## src/logic/bus_xcvr_pkg.sv

```systemverilog
// Purpose: Shared constants and types for the scan-testable bus transceiver.
// Assumes: One system clock; all input pins but CLK and RST_N are sampled through two flip-flops.
// Notes:   Opcodes have even parity and are local choices.
package bus_xcvr_pkg;
    localparam int HALF_W     = 9;
    localparam int HALVES     = 2;
    localparam int BUS_W      = HALF_W * HALVES;
    localparam int IR_W       = 8;
    localparam int OE_CELLS   = 4;
    localparam int BSR_W      = 2 * BUS_W + OE_CELLS;
    localparam int FIFO_DEPTH = 4;

    // Field positions inside the boundary register.
    localparam int BSR_A_LSB  = 0;
    localparam int BSR_B_LSB  = BUS_W;
    localparam int BSR_OE_LSB = 2 * BUS_W;

    localparam logic [IR_W-1:0] IR_CAPTURE = 8'h81;
    localparam logic [IR_W-1:0] OP_BYPASS  = 8'hFF;
    localparam logic [IR_W-1:0] OP_EXTEST  = 8'h00;
    localparam logic [IR_W-1:0] OP_SAMPLE  = 8'h82;
    localparam logic [IR_W-1:0] OP_PSA     = 8'h03;
    localparam logic [IR_W-1:0] OP_PSEUDO_RANDOM_PATTERN_GEN    = 8'h05;
    localparam logic [IR_W-1:0] OP_COUNT   = 8'h06;

    // Reset values and the TMS-high run limit.
    localparam logic [BUS_W-1:0] PSEUDO_RANDOM_PATTERN_GEN_SEED    = 18'h00001;
    localparam logic [BUS_W-1:0] BUS_RST      = 18'h00000;
    localparam logic [BSR_W-1:0] BSR_RST      = 40'h00_0000_0000;
    localparam logic [11:0]      CTL_SYNC_RST = 12'h00F;
    localparam logic [2:0]       TAP_SYNC_RST = 3'h3;
    localparam logic [2:0]       TMS_RUN_MAX  = 3'h5;

    typedef enum logic [3:0] {
        TAP_RESET, TAP_IDLE,
        TAP_SEL_DR, TAP_CAP_DR, TAP_SHIFT_DR, TAP_EXIT1_DR, TAP_PAUSE_DR, TAP_EXIT2_DR, TAP_UPD_DR,
        TAP_SEL_IR, TAP_CAP_IR, TAP_SHIFT_IR, TAP_EXIT1_IR, TAP_PAUSE_IR, TAP_EXIT2_IR, TAP_UPD_IR
    } tap_state_t;
endpackage : bus_xcvr_pkg

```

## src/logic/stream_if.sv

```systemverilog
// Purpose: Valid/ready word channel between the sampler, the FIFO and the compressor.
// Assumes: Both ends on CLK.
// Notes:   A word moves when valid and ready are both high.
`timescale 1ns/1ns
interface stream_if #(parameter int W = 18);
    logic         valid;
    logic         ready;
    logic [W-1:0] data;
    modport source (output valid, output data, input ready);
    modport sink   (input valid, input data, output ready);
endinterface : stream_if

```

## src/logic/registered_bus_transceiver_scan.sv

```systemverilog
// Purpose: Two 9-bit registered bus transceivers with a four-wire scan test port.
// Assumes: All pins are asynchronous to CLK and far slower than it; TCK below CLK/4.
// Notes:   Pin paths see three cycles of latency from synchroniser and output flop.
`timescale 1ns/1ns

// How it works
// - High latch enable passes A straight to B.
// - Latch low, clock steady: hold stored value.
// - Latch low: store A on clock rise.
// - Low enable drives B, high floats B.
// - B-to-A path mirrors A-to-B path.
// - Two 9-bit halves, usable as 18-bit.
// - Test mode: scan logic owns all pins.
// - Scan in normal mode leaves datapath alone.
// - Sample on TCK rise, outputs on fall, except pattern and count outputs, which step on rise.
// - TDI feeds shifted register; idles high.
// - TDO shows shifted register's serial output.
// - TMS steers the TAP; idles high.
// - Two scan cells per bit, A and B.
// - Signature on inputs, or random pattern on B outputs.
// - Count on outputs while compressing inputs.
// - Test functions sequenced only by TAP.
// - TAP reset state disables test logic.
// - Five TCKs with TMS high reach reset.
module registered_bus_transceiver_scan
    import bus_xcvr_pkg::*;
(
    // Clock and reset
    input  wire logic              CLK,
    input  wire logic              RST_N,
    // A bus pins
    input  wire logic [BUS_W-1:0]  A_IN,
    output logic      [BUS_W-1:0]  A_OUT,
    output logic      [BUS_W-1:0]  A_OE,
    // B bus pins
    input  wire logic [BUS_W-1:0]  B_IN,
    output logic      [BUS_W-1:0]  B_OUT,
    output logic      [BUS_W-1:0]  B_OE,
    // Per-half direction controls
    input  wire logic [HALVES-1:0] A_TO_B_OUTPUT_ENABLE_N,
    input  wire logic [HALVES-1:0] B_TO_A_OUTPUT_ENABLE_N,
    input  wire logic [HALVES-1:0] A_TO_B_LATCH_ENABLE,
    input  wire logic [HALVES-1:0] B_TO_A_LATCH_ENABLE,
    input  wire logic [HALVES-1:0] A_TO_B_CLOCK,
    input  wire logic [HALVES-1:0] B_TO_A_CLOCK,
    // Test access port
    input  wire logic              TCK,
    input  wire logic              TMS,
    input  wire logic              TDI,
    output logic                   TDO,
    output logic                   TDO_OE
);
    logic [BUS_W-1:0]  a_s1, a_s, b_s1, b_s;
    logic [11:0]       ctl_s1, ctl_s;
    logic [2:0]        tap_s1, tap_s;
    logic              tck_d;
    logic [HALVES-1:0] ab_clk_d, ba_clk_d;
    logic [HALVES-1:0] ab_oe_n, ba_oe_n, ab_le, ba_le, ab_clk, ba_clk, ab_rise, ba_rise;
    logic              tck_s, tms_s, tdi_s, tck_rise, tck_fall;
    logic [BUS_W-1:0]  ab_store, ba_store, ab_norm, ba_norm;
    tap_state_t        tap_state, next_tap_state;
    logic [IR_W-1:0]   ir, ir_sh;
    logic [BSR_W-1:0]  bsr, bsu;
    logic              byp;
    logic [BUS_W-1:0]  sig, pat, cnt;
    logic              test_mode, compress_op, dr_lsb, push_fire, sig_busy;
    logic [BUS_W-1:0]  test_a, test_b, a_out, b_out, a_oe, b_oe;
    logic              tdo, tdo_oe;
    logic [2:0]        tms_hi_cnt;

    stream_if #(.W(BUS_W)) sample_in ();
    stream_if #(.W(BUS_W)) sample_out ();

    // Every input pin but CLK and RST_N passes two flops; only the second stage is read.
    always_ff @(posedge CLK) begin
        if (!RST_N) begin
            a_s1   <= BUS_RST;
            a_s    <= BUS_RST;
            b_s1   <= BUS_RST;
            b_s    <= BUS_RST;
            ctl_s1 <= CTL_SYNC_RST;
            ctl_s  <= CTL_SYNC_RST;
            tap_s1 <= TAP_SYNC_RST;
            tap_s  <= TAP_SYNC_RST;
        end else begin
            a_s1   <= A_IN;
            a_s    <= a_s1;
            b_s1   <= B_IN;
            b_s    <= b_s1;
            ctl_s1 <= {A_TO_B_CLOCK, B_TO_A_CLOCK, A_TO_B_LATCH_ENABLE, B_TO_A_LATCH_ENABLE,
                       A_TO_B_OUTPUT_ENABLE_N, B_TO_A_OUTPUT_ENABLE_N};
            ctl_s  <= ctl_s1;
            tap_s1 <= {TCK, TMS, TDI};
            tap_s  <= tap_s1;
        end
    end

    assign {ab_clk, ba_clk, ab_le, ba_le, ab_oe_n, ba_oe_n} = ctl_s;
    assign {tck_s, tms_s, tdi_s} = tap_s;
    assign ab_rise  = ab_clk & ~ab_clk_d;
    assign ba_rise  = ba_clk & ~ba_clk_d;
    assign tck_rise = tck_s & ~tck_d;
    assign tck_fall = ~tck_s & tck_d;

    always_ff @(posedge CLK) begin
        if (!RST_N) begin
            ab_clk_d <= '0;
            ba_clk_d <= '0;
            tck_d    <= 1'b0;
        end else begin
            ab_clk_d <= ab_clk;
            ba_clk_d <= ba_clk;
            tck_d    <= tck_s;
        end
    end

    // While the latch is open the store tracks the bus, so closing it keeps the last word.
    always_ff @(posedge CLK) begin
        if (!RST_N) begin
            ab_store <= BUS_RST;
            ba_store <= BUS_RST;
        end else begin
            for (int h = 0; h < HALVES; h++) begin
                if (ab_le[h] || ab_rise[h]) begin
                    ab_store[h*HALF_W +: HALF_W] <= a_s[h*HALF_W +: HALF_W];
                end
                if (ba_le[h] || ba_rise[h]) begin
                    ba_store[h*HALF_W +: HALF_W] <= b_s[h*HALF_W +: HALF_W];
                end
            end
        end
    end

    always_comb begin
        for (int h = 0; h < HALVES; h++) begin
            ab_norm[h*HALF_W +: HALF_W] = ab_le[h] ? a_s[h*HALF_W +: HALF_W]
                                                   : ab_store[h*HALF_W +: HALF_W];
            ba_norm[h*HALF_W +: HALF_W] = ba_le[h] ? b_s[h*HALF_W +: HALF_W]
                                                   : ba_store[h*HALF_W +: HALF_W];
        end
    end

    always_comb begin
        next_tap_state = tap_state;
        case (tap_state)
            TAP_RESET:    next_tap_state = tms_s ? TAP_RESET    : TAP_IDLE;
            TAP_IDLE:     next_tap_state = tms_s ? TAP_SEL_DR   : TAP_IDLE;
            TAP_SEL_DR:   next_tap_state = tms_s ? TAP_SEL_IR   : TAP_CAP_DR;
            TAP_CAP_DR:   next_tap_state = tms_s ? TAP_EXIT1_DR : TAP_SHIFT_DR;
            TAP_SHIFT_DR: next_tap_state = tms_s ? TAP_EXIT1_DR : TAP_SHIFT_DR;
            TAP_EXIT1_DR: next_tap_state = tms_s ? TAP_UPD_DR   : TAP_PAUSE_DR;
            TAP_PAUSE_DR: next_tap_state = tms_s ? TAP_EXIT2_DR : TAP_PAUSE_DR;
            TAP_EXIT2_DR: next_tap_state = tms_s ? TAP_UPD_DR   : TAP_SHIFT_DR;
            TAP_UPD_DR:   next_tap_state = tms_s ? TAP_SEL_DR   : TAP_IDLE;
            TAP_SEL_IR:   next_tap_state = tms_s ? TAP_RESET    : TAP_CAP_IR;
            TAP_CAP_IR:   next_tap_state = tms_s ? TAP_EXIT1_IR : TAP_SHIFT_IR;
            TAP_SHIFT_IR: next_tap_state = tms_s ? TAP_EXIT1_IR : TAP_SHIFT_IR;
            TAP_EXIT1_IR: next_tap_state = tms_s ? TAP_UPD_IR   : TAP_PAUSE_IR;
            TAP_PAUSE_IR: next_tap_state = tms_s ? TAP_EXIT2_IR : TAP_PAUSE_IR;
            TAP_EXIT2_IR: next_tap_state = tms_s ? TAP_UPD_IR   : TAP_SHIFT_IR;
            TAP_UPD_IR:   next_tap_state = tms_s ? TAP_SEL_DR   : TAP_IDLE;
            default:      next_tap_state = TAP_RESET;
        endcase
    end

    always_ff @(posedge CLK) begin
        if (!RST_N) begin
            tap_state <= TAP_RESET;
        end else if (tck_rise) begin
            tap_state <= next_tap_state;
        end
    end

    assign compress_op = (ir == OP_PSA) || (ir == OP_COUNT);
    // Only instructions that take the pins leave the normal datapath in charge otherwise.
    assign test_mode = (tap_state != TAP_RESET) &&
                       (ir == OP_EXTEST || ir == OP_PSEUDO_RANDOM_PATTERN_GEN || compress_op);

    // Shift and capture of instruction and data registers happen on TCK rise.
    always_ff @(posedge CLK) begin
        if (!RST_N) begin
            ir_sh <= IR_CAPTURE;
            bsr   <= BSR_RST;
            byp   <= 1'b0;
        end else if (tck_rise) begin
            case (tap_state)
                TAP_CAP_IR:   ir_sh <= IR_CAPTURE;
                TAP_SHIFT_IR: ir_sh <= {tdi_s, ir_sh[IR_W-1:1]};
                TAP_CAP_DR: begin
                    byp <= 1'b0;
                    bsr <= {~ba_oe_n, ~ab_oe_n, b_s, a_s};
                end
                TAP_SHIFT_DR: begin
                    byp <= tdi_s;
                    bsr <= {tdi_s, bsr[BSR_W-1:1]};
                end
                default: begin
                    byp <= byp;
                end
            endcase
        end
    end

    // Instruction and boundary update registers change on TCK fall.
    always_ff @(posedge CLK) begin
        if (!RST_N || tap_state == TAP_RESET) begin
            ir  <= OP_BYPASS;
            bsu <= BSR_RST;
        end else if (tck_fall) begin
            if (tap_state == TAP_UPD_IR) begin
                ir <= ir_sh;
            end
            if (tap_state == TAP_UPD_DR && (ir == OP_EXTEST || ir == OP_SAMPLE)) begin
                bsu <= bsr;
            end
        end
    end

    always_comb begin
        case (ir)
            OP_EXTEST, OP_SAMPLE:     dr_lsb = bsr[0];
            OP_PSA, OP_COUNT, OP_PSEUDO_RANDOM_PATTERN_GEN: dr_lsb = sig[0];
            default:                  dr_lsb = byp;
        endcase
    end

    always_ff @(posedge CLK) begin
        if (!RST_N) begin
            tdo    <= 1'b0;
            tdo_oe <= 1'b0;
        end else if (tck_fall) begin
            tdo    <= (tap_state == TAP_SHIFT_IR) ? ir_sh[0] : dr_lsb;
            tdo_oe <= (tap_state == TAP_SHIFT_IR) || (tap_state == TAP_SHIFT_DR);
        end
    end

    // Pin words are sampled once per idle TCK; a full FIFO stalls the count so no address is skipped.
    assign sample_in.valid = tck_rise && tap_state == TAP_IDLE && compress_op;
    assign sample_in.data  = a_s;
    assign push_fire       = sample_in.valid && sample_in.ready;
    assign sig_busy        = (tap_state == TAP_CAP_DR) || (tap_state == TAP_SHIFT_DR);
    assign sample_out.ready = !sig_busy;

    word_fifo #(.W(BUS_W), .DEPTH(FIFO_DEPTH)) sample_fifo (
        .CLK   (CLK),
        .RST_N (RST_N),
        .in_s  (sample_in),
        .out_s (sample_out)
    );

    always_ff @(posedge CLK) begin
        if (!RST_N || tap_state == TAP_RESET) begin
            sig <= BUS_RST;
            pat <= PSEUDO_RANDOM_PATTERN_GEN_SEED;
            cnt <= BUS_RST;
        end else begin
            if (tck_rise && tap_state == TAP_SHIFT_DR && (compress_op || ir == OP_PSEUDO_RANDOM_PATTERN_GEN)) begin
                sig <= {tdi_s, sig[BUS_W-1:1]};
            end else if (sample_out.valid && sample_out.ready) begin
                sig <= {sig[BUS_W-2:0], sig[BUS_W-1] ^ sig[10]} ^ sample_out.data;
            end
            if (tck_rise && tap_state == TAP_IDLE && ir == OP_PSEUDO_RANDOM_PATTERN_GEN) begin
                pat <= {pat[BUS_W-2:0], pat[BUS_W-1] ^ pat[10]};
            end
            if (push_fire && ir == OP_COUNT) begin
                cnt <= cnt + 1'b1;
            end
        end
    end

    assign test_a = bsu[BSR_A_LSB +: BUS_W];
    assign test_b = (ir == OP_PSEUDO_RANDOM_PATTERN_GEN)  ? pat :
                    (ir == OP_COUNT) ? cnt : bsu[BSR_B_LSB +: BUS_W];

    always_ff @(posedge CLK) begin
        if (!RST_N) begin
            a_out <= BUS_RST;
            b_out <= BUS_RST;
            a_oe  <= BUS_RST;
            b_oe  <= BUS_RST;
        end else if (test_mode) begin
            a_out <= test_a;
            b_out <= test_b;
            b_oe  <= {{HALF_W{bsu[BSR_OE_LSB+1]}}, {HALF_W{bsu[BSR_OE_LSB]}}};
            a_oe  <= {{HALF_W{bsu[BSR_OE_LSB+3]}}, {HALF_W{bsu[BSR_OE_LSB+2]}}};
        end else begin
            a_out <= ba_norm;
            b_out <= ab_norm;
            b_oe  <= {{HALF_W{~ab_oe_n[1]}}, {HALF_W{~ab_oe_n[0]}}};
            a_oe  <= {{HALF_W{~ba_oe_n[1]}}, {HALF_W{~ba_oe_n[0]}}};
        end
    end

    assign A_OUT  = a_out;
    assign B_OUT  = b_out;
    assign A_OE   = a_oe;
    assign B_OE   = b_oe;
    assign TDO    = tdo;
    assign TDO_OE = tdo_oe;

    // Run length of TMS-high TCK rises, for the reset-reach check.
    always_ff @(posedge CLK) begin
        if (!RST_N) begin
            tms_hi_cnt <= '0;
        end else if (tck_rise) begin
            tms_hi_cnt <= !tms_s ? '0 : (tms_hi_cnt == TMS_RUN_MAX) ? tms_hi_cnt : tms_hi_cnt + 1'b1;
        end
    end
endmodule : registered_bus_transceiver_scan

```

## src/logic/word_fifo.sv

```systemverilog
// Purpose: Small flip-flop FIFO with valid/ready on both sides.
// Assumes: DEPTH of at least two; synchronous active-low reset.
// Notes:   Full and empty come straight from the occupancy count.
`timescale 1ns/1ns
module word_fifo #(
    parameter int W     = 18,
    parameter int DEPTH = 4
) (
    // Clock and reset
    input wire logic CLK,
    input wire logic RST_N,
    // Filling side and draining side
    stream_if.sink   in_s,
    stream_if.source out_s
);
    localparam int PW = $clog2(DEPTH);
    localparam int CW = $clog2(DEPTH + 1);

    logic [W-1:0]  mem [DEPTH];
    logic [PW-1:0] wr_ptr;
    logic [PW-1:0] rd_ptr;
    logic [CW-1:0] used;
    logic          push;
    logic          pop;

    assign in_s.ready  = (used != CW'(DEPTH));
    assign out_s.valid = (used != '0);
    assign out_s.data  = mem[rd_ptr];
    assign push        = in_s.valid && in_s.ready;
    assign pop         = out_s.valid && out_s.ready;

    always_ff @(posedge CLK) begin
        if (push) begin
            mem[wr_ptr] <= in_s.data;
        end
    end

    always_ff @(posedge CLK) begin
        if (!RST_N) begin
            wr_ptr <= '0;
            rd_ptr <= '0;
            used   <= '0;
        end else begin
            if (push) begin
                wr_ptr <= (wr_ptr == PW'(DEPTH - 1)) ? '0 : wr_ptr + 1'b1;
            end
            if (pop) begin
                rd_ptr <= (rd_ptr == PW'(DEPTH - 1)) ? '0 : rd_ptr + 1'b1;
            end
            if (push && !pop) begin
                used <= used + 1'b1;
            end else if (pop && !push) begin
                used <= used - 1'b1;
            end
        end
    end
endmodule : word_fifo

```

## config.mk

```make
export PLATFORM = sky130hd
export DESIGN_NAME = registered_bus_transceiver_scan
export DESIGN_NICKNAME = d
export VERILOG_FILES = /design/src/logic/bus_xcvr_pkg.sv /design/src/logic/stream_if.sv /design/src/logic/registered_bus_transceiver_scan.sv /design/src/logic/word_fifo.sv
export SDC_FILE = /design/constraint.sdc
export NUM_CORES = 1
export LEC_CHECK = 0
export BUFFER_PORTS_ARGS = -buffer_cell sky130_fd_sc_hd__buf_2
export CAP_MARGIN = 0
export CORE_MARGIN = 2
export CORE_UTILIZATION = 60
export CTS_BUF_LIST = sky130_fd_sc_hd__clkbuf_8 sky130_fd_sc_hd__clkbuf_16
export DETAILED_ROUTE_END_ITERATION = 16
export GPL_ROUTABILITY_DRIVEN = 0
export PLACE_DENSITY = 0.79
export SYNTH_ARGS = -nofsm -noshare
export SYNTH_HDL_FRONTEND = slang
export SYNTH_HIERARCHICAL = 1
export SYNTH_SLANG_ARGS = --single-unit
```

## constraint.sdc

```tcl
create_clock -name CLK -period 4.2 [get_ports CLK]
set_input_delay 0.84 -clock CLK [delete_from_list [all_inputs] [get_ports CLK]]
set_output_delay 0.84 -clock CLK [all_outputs]
set_load 0.01 [all_outputs]
```

==> impl_metrics.tcl <==
set metrics [dict create \
    ir_drop_mv 0.389 \
    synth_top_flop_cell "dfxtp_1" \
    largest_reg_flops 72 \
    dr.pass1.iters 6 \
    place_hpwl_um 25200 \
    r2r-start "tap_state[0]" \
    finalPower_mw 8.56 \
    r2r-end "sample_fifo/used[2]" \
    placedCellCount 2024 \
    clk_pin_slew_ns 0.06 \
    cts_resized 0 \
    synth.distinct_cells 67 \
    hp-class "reg -> reg" \
    status "complete, no violations" \
    grt_util_all_layers_pct 25.9 \
    fp.dieH_um 173 \
    antenna_found_initial 0 \
    synth_area_leaders "dfxtp_1, edfxtp_1, mux2i_1" \
    clock-root-buffer "clkbuf_16" \
    timing.final.crit_share_pct 86.5 \
    yosysMostFrequentCell "dfxtp_1" \
    io_buffers 126 \
    layout.cells.non_filler 2098 \
    yosys_register_bits 421 \
    p_leak_nw 7.20 \
    cts_buffer_depth 3 \
    drt-total-wl_um 39400 \
    core-area_sq_um 28000 \
    areaGrowthSynthToFinish_pct 10.4 \
    path_max_fanout 22 \
    fin_tns_setup_ns 0 \
    die_area_sq_um 30100 \
    max_stage_delay_ns 0.82 \
    maxSlewViolCount 0 \
    whs_ns 0.412 \
    power.density_nw_per_um2 451 \
    cts_buffers 41 \
    clk_latency_ns 0.55 \
    start_kind "flip-flop" \
    n_fill_cell 2126 \
    min_path_cells 1 \
    critical_path.startpoint "tap_state[0]" \
    yosysTopAreaCellShare_pct 40.6 \
    initial_core_util_pct 61.4 \
    synth_fp_nets 1736 \
    antenna_cells 0 \
    ant_nets 0 \
    skew_ns 0.0142 \
    finalSetupViolCount 0 \
    multi_input_area_sq_um 7120 \
    hold_start "ctl_s1[2]" \
    rsz0062_at_grt "no" \
    endpoint_kind "flip-flop" \
    nets 1750 \
    slew_headroom_pct 5.27 \
    required_ns 4.67 \
    path_class "reg -> reg" \
    grt_max_degree 127 \
    io_pins 127 \
    final_hold_viol_count 0 \
    largestRegisters "sample_fifo/mem x72, bsr x40, bsu x40" \
    ff_latch_area_sq_um 9150 \
    final_core_util_pct 67.8 \
    cts_tree "done" \
    maxCapViolCount 0 \
    drt-wirelength-per-cell_um 18.8 \
    ys_seq_area_share_pct 53.2 \
    synthArstFlopShare_pct 0 \
    synth_area_per_cell_sq_um 10.3 \
    htree_levels 2 \
    synth-edff-count 72 \
    synthTopCellsByCount "dfxtp_1, nor2_1, nand2_1" \
    grt_pass1_wl_um 63100 \
    grt.overflow.total 0 \
    die_w_um 173 \
    r2r_cells 10 \
    crit_chain "nor4b_2 -> nand4_1 -> nor3_1 -> and2_4 -> ha_1 -> inv_1 -> fa_1 -> xor2_1 -> or3_2 -> a21boi_0" \
    hold_end "ctl_s[2]" \
    drc 0 \
    yosysWarnings 6 \
    row_count 61 \
    top_register "sample_fifo/mem" \
    drt_iter0_drc 1496 \
    r2r_slack_ns 0.57 \
    vias 12489 \
    cp_slowest_cell "dfxtp_1" \
    post-cts-setup-buffer-count 0 \
    fin_crit_ns 3.63 \
    layout-drive-gt1-share_pct 17.4 \
    cts.sinks 421 \
    crit_arrival_ns 4.10 \
    worst_slew_pin_slew_ns 1.42 \
    netlist.top_cell.by_area "dfxtp_1" \
    crit_buf_inv 1 \
    cts_hold_buf 0 \
    syn_inst 1675 \
    fmax_mhz 275 \
    grt_pass1_vias 11693 \
    crit_family "simple AND/OR/NAND/NOR gates" \
    synth_area_sq_um 17200 \
    vias_per_cell 5.95 \
]
[metrics by stage]
step	cell area (sq um)	setup slack, ns
2_1_floorplan	17200	1.08
3_3_place_gp	17600	0.862
3_5_place_dp	17600	0.633
4_1_cts	19000	0.685
5_1_grt	19000	0.387
6_report	19000	0.567
[per-layer routing]
| layer | share of wire (%) | global-route usage [%] | vias up | routed length [um] |
|---|---|---|---|---|
| met2 | 43 | 38.0 | 541 | 17000 |
| met4 | 4.3 | 11.4 | 0 | 1690 |
| li1 | - | - | 5941 | - |
| met5 | 0 | 0 | - | 0 |
| met1 | 44 | 37.1 | 5916 | 17400 |
| met3 | 8.3 | 5.50 | 91 | 3280 |
[how the worst max path moves through the flow]
stage                     endpoint  slack, ns  cells past startpoint
2_1_floorplan  sample_fifo/used[2]       1.08                     12
3_3_place_gp   sample_fifo/used[2]       0.86                     10
3_5_place_dp   sample_fifo/used[2]       0.63                     10
4_1_cts        sample_fifo/used[2]       0.68                     10
5_1_grt        sample_fifo/used[2]       0.39                     10
6_report       sample_fifo/used[2]       0.57                     10
[cells by family (layout without fill, tap and decap cells)]
family / count (synthesis) / in the layout / synth area share, %
compound gates: 353 / 353 / 14.4
xor+xnor: 27 / 27 / 1.46
fa+ha+maj: 8 / 8 / 0.625
buf+inv: 206 / 251 / 5.74
flops: 421 / 421 / 53.2
mux: 128 / 128 / 8.83
simple gates: 532 / 532 / 15.8
[cells in the final DEF (no fill, tap or decap), types with 4 or more instances in the layout]
cell type	count
o21ai_0	73
nor3_1	14
a221oi_1	19
mux4_2	18
a31oi_1	21
a311oi_1	37
a21oi_2	17
ha_1	7
buf_4	19
and3_1	6
nand2_1	107
and3_2	4
nand3_1	72
o31ai_1	6
dfxtp_1	349
buf_2	125
nor2_1	132
a21oi_1	84
edfxtp_1	72
o21a_1	17
or3_1	5
nor2b_1	6
inv_1	42
o211ai_1	8
clkbuf_8	13
nand4_1	10
a211oi_2	22
nand2b_1	33
xor2_1	21
clkinv_2	5
mux2_2	10
or4_1	5
xnor2_1	5
nor4_1	7
mux2i_1	100
o41ai_1	18
and2_1	102
clkbuf_16	42
o2bb2ai_1	16
[worst register-to-register path: stages, from the launching register on]
cell and delay [ns]:
dfxtp_1 0.82, nor4b_2 0.48, nand4_1 0.14, nor3_1 0.50, and2_4 0.28, ha_1 0.17
inv_1 0.06, fa_1 0.37, xor2_1 0.17, or3_2 0.41, a21boi_0 0.17
[power by group]
group | internal, mW | total, mW | switching (mW)
combinational | 0.302 | 0.596 | 0.294
clock | 2.12 | 3.64 | 1.52
sequential | 4.19 | 4.32 | 0.134
total | 6.61 | 8.56 | 1.95
[layout make-up]
class / count / share of cell area, %
inverters: 33 / 0.665
repair buffers: 144 / 4.04
flip-flops and latches: 421 / 48.2
multi-input cells: 1048 / 37.5
well taps: 378 / 2.49
clock inverters: 19 / 0.698
clock buffers: 55 / 6.47
Power figures use the tool's default switching activity.
